[src/fps_pkg.sv]
// fps_pkg: constants shared by the four-rail power sequencer.
// assumes a single 100 MHz core clock; all times are in microseconds.
package fps_pkg;
  localparam int CLK_MHZ = 100;
  localparam int NUM_RAILS = 4;
  localparam int CNT_W = 16;
  // sequence delay between rails, typical open-pin value
  localparam int SEQ_DLY_US = 40;
  localparam int SEQ_DLY_CYC = SEQ_DLY_US * CLK_MHZ;
  // power-good window after a rail enable, typical open-pin value
  localparam int PGT_US = 5;
  localparam int PGT_CYC = PGT_US * CLK_MHZ;
  // fault line one-shot hold time, typical
  localparam int FAULT_HOLD_US = 80;
  localparam int FAULT_HOLD_CYC = FAULT_HOLD_US * CLK_MHZ;
  // reset timeout before power-good releases
  localparam int POK_TIMEOUT_US = 200;
  localparam int POK_TIMEOUT_CYC = POK_TIMEOUT_US * CLK_MHZ;
  localparam logic [1:0] LAST_RAIL = 2'h3;
  localparam logic [1:0] FIRST_RAIL = 2'h0;

  typedef enum logic [2:0] {
    FPS_INIT,
    FPS_UP_DLY,
    FPS_UP_WAIT,
    FPS_ON,
    FPS_DN_DLY,
    FPS_DN_WAIT
  } fps_state_t;
endpackage : fps_pkg

[src/fps_sequencer.sv]
// fps_sequencer: four-rail power-on/off sequencer and supervisor.
// assumes comparator results arrive as async levels (1 = above threshold).
`timescale 1ns/100ps
module fps_sequencer
  import fps_pkg::*;
#(
  parameter bit OPEN_DRAIN = 1'b1,
  parameter int SEQ_DLY_CYCLES = fps_pkg::SEQ_DLY_CYC,
  parameter int PGT_CYCLES = fps_pkg::PGT_CYC,
  parameter int FAULT_HOLD_CYCLES = fps_pkg::FAULT_HOLD_CYC,
  parameter int POK_TIMEOUT_CYCLES = fps_pkg::POK_TIMEOUT_CYC
) (
  input wire logic i_core_clk,
  input wire logic i_srst,
  input wire logic i_start_cmp,
  input wire logic i_stop_cmp,
  input wire logic i_undervoltage_sense_in,
  input wire logic [fps_pkg::NUM_RAILS-1:0] i_rail_monitor,
  input wire logic i_fault_line,
  output logic o_fault_line,
  output logic o_fault_line_oe,
  output logic [fps_pkg::NUM_RAILS-1:0] o_rail_enable,
  output logic [fps_pkg::NUM_RAILS-1:0] o_rail_enable_oe,
  output logic o_power_good_out,
  output logic o_power_good_out_oe,
  output logic o_done,
  output logic o_done_oe
);
  import fps_pkg::*;

  localparam logic [CNT_W-1:0] SEQ_LAST = CNT_W'(SEQ_DLY_CYCLES - 1);
  localparam logic [CNT_W-1:0] PGT_LAST = CNT_W'(PGT_CYCLES - 1);
  localparam logic [CNT_W-1:0] HOLD_LAST = CNT_W'(FAULT_HOLD_CYCLES - 1);
  localparam logic [CNT_W-1:0] POK_LAST = CNT_W'(POK_TIMEOUT_CYCLES - 1);
  localparam int SYNC_W = NUM_RAILS + 4;

  logic [SYNC_W-1:0] sync_in;
  logic [SYNC_W-1:0] sync_out;
  logic [NUM_RAILS-1:0] mon_s;
  logic start_s;
  logic stop_s;
  logic uv_good_s;
  logic line_s;

  fps_state_t state_ff, nxt_state;
  logic [1:0] idx_ff, nxt_idx;
  logic [CNT_W-1:0] cnt_ff, nxt_cnt;
  logic [CNT_W-1:0] hold_ff, nxt_hold;
  logic hold_act_ff, nxt_hold_act;
  logic [NUM_RAILS-1:0] en_ff, nxt_en;
  logic done_ff, nxt_done;
  logic pok_ff, nxt_pok;
  logic start_d_ff, nxt_start_d;
  logic stop_d_ff, nxt_stop_d;
  logic pull_ff, nxt_pull;

  logic start_rise;
  logic stop_fall;
  logic ext_fault;
  logic int_fault;

  assign sync_in = {i_rail_monitor, i_start_cmp, i_stop_cmp, i_undervoltage_sense_in,
                    i_fault_line};

  fps_sync #(
    .WIDTH(SYNC_W)
  ) u_sync (
    .i_core_clk(i_core_clk),
    .i_srst(i_srst),
    .i_async(sync_in),
    .o_sync(sync_out)
  );

  // a monitor strapped to the internal supply simply reads high
  assign mon_s = sync_out[SYNC_W-1:4];
  assign start_s = sync_out[3];
  assign stop_s = sync_out[2];
  assign uv_good_s = sync_out[1];
  assign line_s = sync_out[0];

  assign start_rise = start_s & ~start_d_ff;
  assign stop_fall = ~stop_s & stop_d_ff;
  // own pull reads back low, so only a low seen while released is foreign
  assign ext_fault = ~line_s & ~pull_ff;

  // sequencer next state
  always_comb begin
    nxt_state = state_ff;
    nxt_idx = idx_ff;
    nxt_cnt = cnt_ff;
    nxt_en = en_ff;
    nxt_done = done_ff;
    nxt_start_d = start_s;
    nxt_stop_d = stop_s;
    int_fault = 1'b0;
    case (state_ff)
      FPS_INIT: begin
        nxt_en = '0;
        // power-on starts with rail 1 after one delay
        if (start_rise && uv_good_s) begin
          nxt_done = 1'b0; // a new power-on clears a done left over from power-off
          nxt_state = FPS_UP_DLY;
          nxt_idx = FIRST_RAIL;
          nxt_cnt = '0;
        end
      end
      FPS_UP_DLY: begin
        nxt_cnt = cnt_ff + CNT_W'(1);
        if (cnt_ff >= SEQ_LAST) begin
          nxt_en[idx_ff] = 1'b1;
          nxt_state = FPS_UP_WAIT;
          nxt_cnt = '0;
        end
      end
      FPS_UP_WAIT: begin
        nxt_cnt = cnt_ff + CNT_W'(1);
        // next rail one delay after this monitor rises
        if (mon_s[idx_ff]) begin
          nxt_cnt = '0;
          if (idx_ff == LAST_RAIL) begin
            // done after the last rail is good
            nxt_done = 1'b1;
            nxt_state = FPS_ON;
          end else begin
            nxt_idx = idx_ff + 2'h1;
            nxt_state = FPS_UP_DLY;
          end
        // rail never came good in its window
        end else if (cnt_ff >= PGT_LAST) begin
          int_fault = 1'b1;
        end
      end
      FPS_ON: begin
        if (cnt_ff < POK_LAST) begin
          nxt_cnt = cnt_ff + CNT_W'(1);
        end
        // a rail dropping while fully on is a supervisory fault
        if (mon_s != '1) begin
          int_fault = 1'b1;
        end
      end
      FPS_DN_DLY: begin
        nxt_cnt = cnt_ff + CNT_W'(1);
        if (cnt_ff >= SEQ_LAST) begin
          nxt_en[idx_ff] = 1'b0;
          nxt_cnt = '0;
          nxt_state = (idx_ff == FIRST_RAIL) ? FPS_INIT : FPS_DN_WAIT;
        end
      end
      FPS_DN_WAIT: begin
        // lower rail drops one delay after the higher monitor falls
        if (!mon_s[idx_ff]) begin
          nxt_idx = idx_ff - 2'h1;
          nxt_cnt = '0;
          nxt_state = FPS_DN_DLY;
        end
      end
      default: begin
        nxt_state = FPS_INIT;
      end
    endcase
    // done holds through power-off, into init, until monitor 1 falls
    // rail 1 drops before its monitor does, so init must not clear done itself
    if ((state_ff == FPS_DN_DLY || state_ff == FPS_DN_WAIT || state_ff == FPS_INIT) &&
        !mon_s[0]) begin
      nxt_done = 1'b0;
    end
    // stop falling: rail 4 drops first, after one delay
    if (stop_fall && (state_ff == FPS_UP_DLY || state_ff == FPS_UP_WAIT ||
                      state_ff == FPS_ON)) begin
      nxt_state = FPS_DN_DLY;
      nxt_idx = LAST_RAIL;
      nxt_cnt = '0;
    end
    // undervoltage while rails are up is a fault too
    if (!uv_good_s && state_ff != FPS_INIT) begin
      int_fault = 1'b1;
    end
    // faults cut every enable at once and return to init
    if (int_fault || ext_fault) begin
      nxt_en = '0;
      nxt_done = 1'b0;
      nxt_cnt = '0;
      nxt_state = FPS_INIT;
    end
  end

  // power-good only after the timeout with all inputs good
  always_comb begin
    nxt_pok = (state_ff == FPS_ON) && (cnt_ff >= POK_LAST) && (mon_s == '1) &&
              uv_good_s && !ext_fault && !int_fault && !stop_fall;
  end

  // fault line: one-shot hold, stretched by undervoltage; an undervoltage fault holds only while it persists
  always_comb begin
    nxt_hold = hold_ff;
    nxt_hold_act = hold_act_ff;
    if (int_fault && !uv_good_s) begin
      nxt_hold_act = 1'b0;
    end else if (int_fault) begin
      nxt_hold_act = 1'b1;
      nxt_hold = '0;
    end else if (hold_act_ff) begin
      nxt_hold = hold_ff + CNT_W'(1);
      if (hold_ff >= HOLD_LAST) begin
        nxt_hold_act = 1'b0;
      end
    end
    nxt_pull = nxt_hold_act || (!uv_good_s && state_ff != FPS_INIT) ||
               (!uv_good_s && pull_ff);
  end

  // state registers
  always_ff @(posedge i_core_clk) begin
    if (i_srst) begin
      state_ff <= FPS_INIT;
      idx_ff <= 2'h0;
      cnt_ff <= '0;
      hold_ff <= '0;
      hold_act_ff <= 1'b0;
      en_ff <= '0;
      done_ff <= 1'b0;
      pok_ff <= 1'b0;
      start_d_ff <= 1'b1; // the synchroniser resets low, so a start held high at reset still gives an edge once it fills
      stop_d_ff <= 1'b0;
      pull_ff <= 1'b0;
    end else begin
      state_ff <= nxt_state;
      idx_ff <= nxt_idx;
      cnt_ff <= nxt_cnt;
      hold_ff <= nxt_hold;
      hold_act_ff <= nxt_hold_act;
      en_ff <= nxt_en;
      done_ff <= nxt_done;
      pok_ff <= nxt_pok;
      start_d_ff <= nxt_start_d;
      stop_d_ff <= nxt_stop_d;
      pull_ff <= nxt_pull;
    end
  end

  // fault line only ever pulled low
  assign o_fault_line = 1'b0;
  assign o_fault_line_oe = pull_ff;

  // open-drain releases when active, push-pull drives high
  assign o_rail_enable = OPEN_DRAIN ? '0 : en_ff;
  assign o_rail_enable_oe = OPEN_DRAIN ? ~en_ff : '1;
  assign o_power_good_out = OPEN_DRAIN ? 1'b0 : pok_ff;
  assign o_power_good_out_oe = OPEN_DRAIN ? ~pok_ff : 1'b1;
  assign o_done = OPEN_DRAIN ? 1'b0 : done_ff;
  assign o_done_oe = OPEN_DRAIN ? ~done_ff : 1'b1;
endmodule : fps_sequencer

[src/fps_sync.sv]
// fps_sync: two-flop synchroniser for a vector of asynchronous levels.
// assumes each bit is an independent level; no bus coherency is kept.
`timescale 1ns/100ps
module fps_sync #(
  parameter int WIDTH = 1
) (
  input wire logic i_core_clk,
  input wire logic i_srst,
  input wire logic [WIDTH-1:0] i_async,
  output logic [WIDTH-1:0] o_sync
);
  logic [WIDTH-1:0] meta_ff;
  logic [WIDTH-1:0] sync_ff;

  // first stage is read only by the second
  always_ff @(posedge i_core_clk) begin
    if (i_srst) begin
      meta_ff <= '0;
      sync_ff <= '0;
    end else begin
      meta_ff <= i_async;
      sync_ff <= meta_ff;
    end
  end

  assign o_sync = sync_ff;
endmodule : fps_sync

[config.mk]
export PLATFORM = sky130hd
export DESIGN_NAME = fps_sequencer
export DESIGN_NICKNAME = d
export VERILOG_FILES = /design/src/fps_pkg.sv /design/src/fps_sequencer.sv /design/src/fps_sync.sv
export SDC_FILE = /design/constraint.sdc
export NUM_CORES = 1
export LEC_CHECK = 0
export ABC_AREA = 1
export BUFFER_PORTS_ARGS = -buffer_cell sky130_fd_sc_hd__buf_4
export CAP_MARGIN = 10
export CORE_MARGIN = 2
export CORE_UTILIZATION = 50
export CTS_BUF_LIST = sky130_fd_sc_hd__clkbuf_8
export DETAILED_ROUTE_END_ITERATION = 12
export HOLD_SLACK_MARGIN = 0.15
export PLACE_DENSITY_LB_ADDON = 0.12
export RECOVER_POWER = 50
export SYNTH_ARGS = -nofsm -noshare
export SYNTH_HDL_FRONTEND = slang
export SYNTH_SLANG_ARGS = --single-unit
[constraint.sdc]
create_clock -name i_core_clk -period 3.6 [get_ports i_core_clk]
set_input_delay 0.36 -clock i_core_clk [delete_from_list [all_inputs] [get_ports i_core_clk]]
set_output_delay 0.36 -clock i_core_clk [all_outputs]
set_load 0.01 [all_outputs]
# Word-level counts from Yosys, hierarchy flattened
# Index checks and enable logic that the tools add are counted.
# totals
out_inout_bits,14
reg_bits,63
wordCells,149
input_bits,10
# op_classes
n_lt_le_gt_ge,7
n_mux,43
n_reduce_logical,44
n_bitwise,15
n_addsub,4
eq_ne,22
# ops
operator,count
$mux W16,7
$pmux W16 S5,1
$add A16 B1 Y16 const B,2
$mux W3,7
$ne A3 B2 Y1 const B,6
$pmux W3 S6,1
$ge A16 B12 Y1 const B,1
$ge A16 B13 Y1 const B,1
$ge A16 B15 Y1 const B,1
$ge A16 B9 Y1 const B,1
$lt A16 B15 Y1 const B,1
$ne A2 B2 Y1 const B,8
$logic_and A1 B1 Y1,13
$mux W1,13
$mux W2,6
$pmux W4 S3,1
$reduce_and A6 Y1,2
$mux W4,2
$not A1 Y1,8
$not A4 Y4,2
$reduce_and A4 Y1,2
$logic_or A1 B1 Y1,7
$eq A3 B2 Y1 const B,2
$eq A3 B3 Y1 const B,2
27 further kinds,38

# Depth between registers and ports, before layout
# logic_depth
ltp_word,9
mapped_depth,15
ltp_nobuf,13

# Modules after synthesis
# From an unflattened synthesis, not the netlist that was laid out.
# hier_totals
hier_cells,578
hier_area_um2,3738.6
# by_module_without_submodules
mod,cells_per_inst,n_inst,area_each_um2,seq_area_each_um2
fps_sequencer,528,1,3264.4,940.9
fps_sync,50,1,474.2,320.3

# Worst setup path before layout
# Ideal clock, no wire load.
# synth_path
path_kind,register to register
startpoint,register cnt_ff[0]
endpoint,register cnt_ff[0]
required_time_ns,3.478
setup_slack_ns,1.963
arrival_ns,1.515
setup_time_ns,0.122
n_path_buf,1
path_stages_with_launch,13
synth_period_minus_slack_ns,1.637
path_cell_list,dfxtp_1 -> ha_1 -> inv_1 -> nor2_2 -> nand2_1 -> nand3_1 -> nand2_1 -> nand3_1 -> nand2_1 -> buf_6 -> nand2_8 -> o21ai_4 -> nor2_1
# synth_via
elab_chain_len,7
elab_cells_between_ends,16
cone_classes,1 x add/sub; 3 x order compare; 1 x eq/ne; 8 x mux; 3 x reduce/logical
# synth_rtl
item,line_no,rtl
start: declaration,fps_sequencer.sv:47,"logic [CNT_W-1:0] cnt_ff, nxt_cnt;"
start signal: assignment,fps_sequencer.sv:230,cnt_ff <= nxt_cnt;
$ge A16 B9 Y1,fps_sequencer.sv:129,end else if (cnt_ff >= PGT_LAST) begin
$mux W1,fps_sequencer.sv:129,
$mux W1,fps_sequencer.sv:118,if (mon_s[idx_ff]) begin
$pmux W1 S2,fps_sequencer.sv:96,case (state_ff)
$mux W1,fps_sequencer.sv:176,if (!uv_good_s && state_ff != FPS_INIT) begin
$logic_or A1 B1 Y1,fps_sequencer.sv:180,if (int_fault || ext_fault) begin
$reduce_or A3 Y1 (no source line),-,
# Several ways; a longest one is shown, not always the timed one. The select of a mux whose other input is x is not followed.
# A chain may end at the register's enable or synchronous reset.

# Worst setup path after layout
# layout_path
startpoint,register cnt_ff[0]
endpoint,register cnt_ff[14]
# Same word-level chain as after synthesis.

==> results.sh <==
export IMPL_outcome="finished clean"
export IMPL_synth_area_um2=3570
export IMPL_ir_worst_vdd_uv=274
export IMPL_final_common_cell="nand2_1"
export IMPL_p_clk_share_pct=44.9
export IMPL_reg2reg_from="cnt_ff[0]"
export IMPL_place_area_um2=3690
export IMPL_first_pass_iters=4
export IMPL_postCtsSetupRepairBufs=0
export IMPL_rrSetupSlack_ns=1.15
export IMPL_tightestPinTransition_ns=1.34
export IMPL_gp_congestion=0.925
export IMPL_clock_fmax_mhz=409
export IMPL_diodes=0
export IMPL_rows=30
export IMPL_ys_ff_latch=63
export IMPL_start_kind="register"
export IMPL_finalSetupViolations=0
export IMPL_areaGrowthSynthToFinish_pct=6.87
export IMPL_synthArstFlopShare_pct=0
export IMPL_grt_pass1_vias=3069
export IMPL_synth_edff_count=0
export IMPL_criticalPathCategory="register to register"
export IMPL_slowest_delay_ns=0.64
export IMPL_hold_path_depth=3
export IMPL_period_needed_ns=2.45
export IMPL_crit_chain="ha_1 -> inv_1 -> nand3_1 -> nand3_1 -> nand2_1 -> nand2_1 -> nand4_1 -> nor2_1 -> o21ai_4 -> nor2_1"
export IMPL_worst_slack_ns=1.15
export IMPL_die_area_um2=7830
export IMPL_grt_busiest_layer="met2"
export IMPL_cts_root_buf="clkbuf_8"
export IMPL_synth_ff_type="dfxtp_1"
export IMPL_p_leak_nw=1.64
export IMPL_ctsResizeCount=0
export IMPL_fin_area_um2=3810
export IMPL_clk_pin_slew_worst_paths_ns=0.07
export IMPL_cts_hold_buf=0
export IMPL_gr_total_overflow=0
export IMPL_gr_usage_met1_pct=26.9
export IMPL_p_int_w=0.00105
export IMPL_required_ns=3.87
export IMPL_cts_tree="built"
export IMPL_first_iter_violations=159
export IMPL_clock_skew_ns=0.0125
export IMPL_p_per_area_nw_per_um2=355
export IMPL_num_vias=3221
export IMPL_antenna_found_initial=0
export IMPL_power_total_w=0.00135
export IMPL_layout_nets=571
export IMPL_grt_first_pass_wirelength_um=13200
export IMPL_sw_frac_of_total_pct=22.1
export IMPL_avgSynthCellArea_um2=6.55
export IMPL_drive_gt1_share_pct=8.70
export IMPL_core_area_um2=6870
export IMPL_reg2regPathDepth=10
export IMPL_clock_sinks=63
export IMPL_rsz0062_at_grt="false"
export IMPL_io_buffers=16
export IMPL_ys_seq_area_share_pct=35.3
export IMPL_syn_inst=545
export IMPL_cp_arrival_ns=2.71
export IMPL_ant_nets=0
export IMPL_clockBufferDepth=2
export IMPL_final_cell_mix="128 x nand2_1, 87 x nor2_1, 75 x inv_1, 63 x dfxtp_1, 55 x nand3_1"
export IMPL_combPwrFrac_pct=2.6
export IMPL_h_tree_depth=3
export IMPL_die_w_um=88.5
export IMPL_use_met3_pct=4.57
export IMPL_pre_cts_ws_ns=1.35
export IMPL_start_util_pct=52.0
export IMPL_viasPerCell=4.89
export IMPL_reg2reg_to="cnt_ff[14]"
export IMPL_ys_warn_count=0
export IMPL_critPathMaxFanout=9
export IMPL_critPathCaptureType="register"
export IMPL_grt_start_max_net_pins=35
export IMPL_grt_use_total_pct=21.1
export IMPL_p_seq_share_pct=52.5
export IMPL_numCtsBuffers=9
export IMPL_drc=0
export IMPL_hpwl_um=5430
export IMPL_slew_headroom_pct=10.8
export IMPL_hold_path_endpoint="u_sync.meta_ff[7]"
export IMPL_timing_hold_violations_final=0
export IMPL_synth_cell_type_count=32
export IMPL_gr_usage_met2_pct=35.2
export IMPL_drt_wl_total_um=7320
export IMPL_finalCritPeriodShare_pct=67.9
export IMPL_ios=24
export IMPL_slowest_stage="nor2_1"
export IMPL_finalMaxSlewViolations=0
export IMPL_power_switching_w=0.000299
export IMPL_die_h_um=88.5
export IMPL_wl_per_cell_um=11.1
export IMPL_tns_ns=0
export IMPL_drv_cap=0
export IMPL_clkLatencyLatePin_ns=0.34
export IMPL_min_from="i_rail_monitor[3]"
export IMPL_hold_path_class="input pin to register"
worst max path at each step:
stage | from | end | cells after the start
6_report | cnt_ff[0] | cnt_ff[14] | 10
3_3_place_gp | cnt_ff[0] | cnt_ff[0] | 11
4_1_cts | cnt_ff[0] | cnt_ff[6] | 11
5_1_grt | cnt_ff[0] | cnt_ff[14] | 10
2_1_floorplan | cnt_ff[0] | cnt_ff[0] | 12
3_5_place_dp | cnt_ff[0] | cnt_ff[4] | 11
cells in the mapped netlist (3+ instances only):
library cell,instances,share of area [%]
inv_2,7,0.74
buf_4,9,1.9
o21ai_1,4,0.56
nor3_1,11,1.5
dfxtp_1,63,35
a21oi_1,31,4.3
xor2_1,11,2.7
nand3_1,55,7.7
xnor2_1,3,0.74
clkbuf_1,4,0.42
nand2_2,8,1.4
nor2_2,7,1.2
o21ai_0,9,1.3
nor2_1,85,8.9
nand4_1,13,2.3
buf_6,5,1.6
nand2_1,124,13
inv_1,74,7.8
registers in the layout (all words and copies together), names as in the netlist:
| signal | cells |
|---|---|
| cnt_ff | 16 |
| done_ff | 1 |
| en_ff | 4 |
| hold_act_ff | 1 |
| hold_ff | 16 |
| idx_ff | 2 |
| o_fault_line_oe | 1 |
| pok_ff | 1 |
| start_d_ff | 1 |
| state_ff | 3 |
| stop_d_ff | 1 |
| u_sync.meta_ff | 8 |
| u_sync.o_sync | 8 |
layer usage:
| metal | part of all wire, % | vias up |
|---|---|---|
| met3 | 4.6 | 9 |
| met4 | 1.4 | 0 |
| li1 | - | 1727 |
| met5 | 0 | - |
| met1 | 48 | 1399 |
| met2 | 46 | 86 |
worst max-delay path: cells and delay by family, from the launching register on:
| kind | cells | cell delay [ns] |
|---|---|---|
| and+or+nand+nor | 7 | 1.51 |
| buffers and inverters | 1 | 0.08 |
| DFF | 1 | 0.34 |
| AOI/OAI and AO/OA | 1 | 0.21 |
| adders and majority gates | 1 | 0.23 |
through the flow:
step,std cells,utilization (%),hold slack (ns)
floorplan,551,-,0.388
global placement,644,53.7,0.390
detailed placement,644,53.7,0.393
CTS,659,56.6,0.208
global route,659,55.5,0.227
finish,659,55.5,0.221
final cells by class:
| type | instances | area (um^2) |
|---|---|---|
| Timing Repair Buffer | 16 | 90.1 |
| Inverter | 81 | 304 |
| Multi-Input combinational cell | 388 | 1840 |
| Clock inverter | 5 | 58.8 |
| Sequential cell | 63 | 1260 |
| Tap cell | 96 | 120 |
| Fill cell | 676 | 3050 |
| Clock buffer | 10 | 138 |
cell families after synthesis:
group / count (synthesis) / synth area share [%]
xor gates and xnor gates: 14 / 3.44
DFF: 63 / 35.3
adders and majority gates: 2 / 0.701
buffers and inverters: 100 / 12.5
AOI/OAI and AO/OA: 48 / 7.22
and+or+nand+nor: 317 / 40.7
other: 1 / 0.105
power groups by stage:
stage | logic, W | clock network, W | registers (W)
after global routing | 0.0000423 | 0.000657 | 0.000710
after detailed placement | 0.0000370 | 0 | 0.000726
final | 0.0000354 | 0.000607 | 0.000710
after floorplan | 0.0000316 | 0 | 0.000725
after CTS | 0.0000370 | 0.000629 | 0.000710
after global placement | 0.0000363 | 0 | 0.000726
Power figures use the tool's default switching activity.
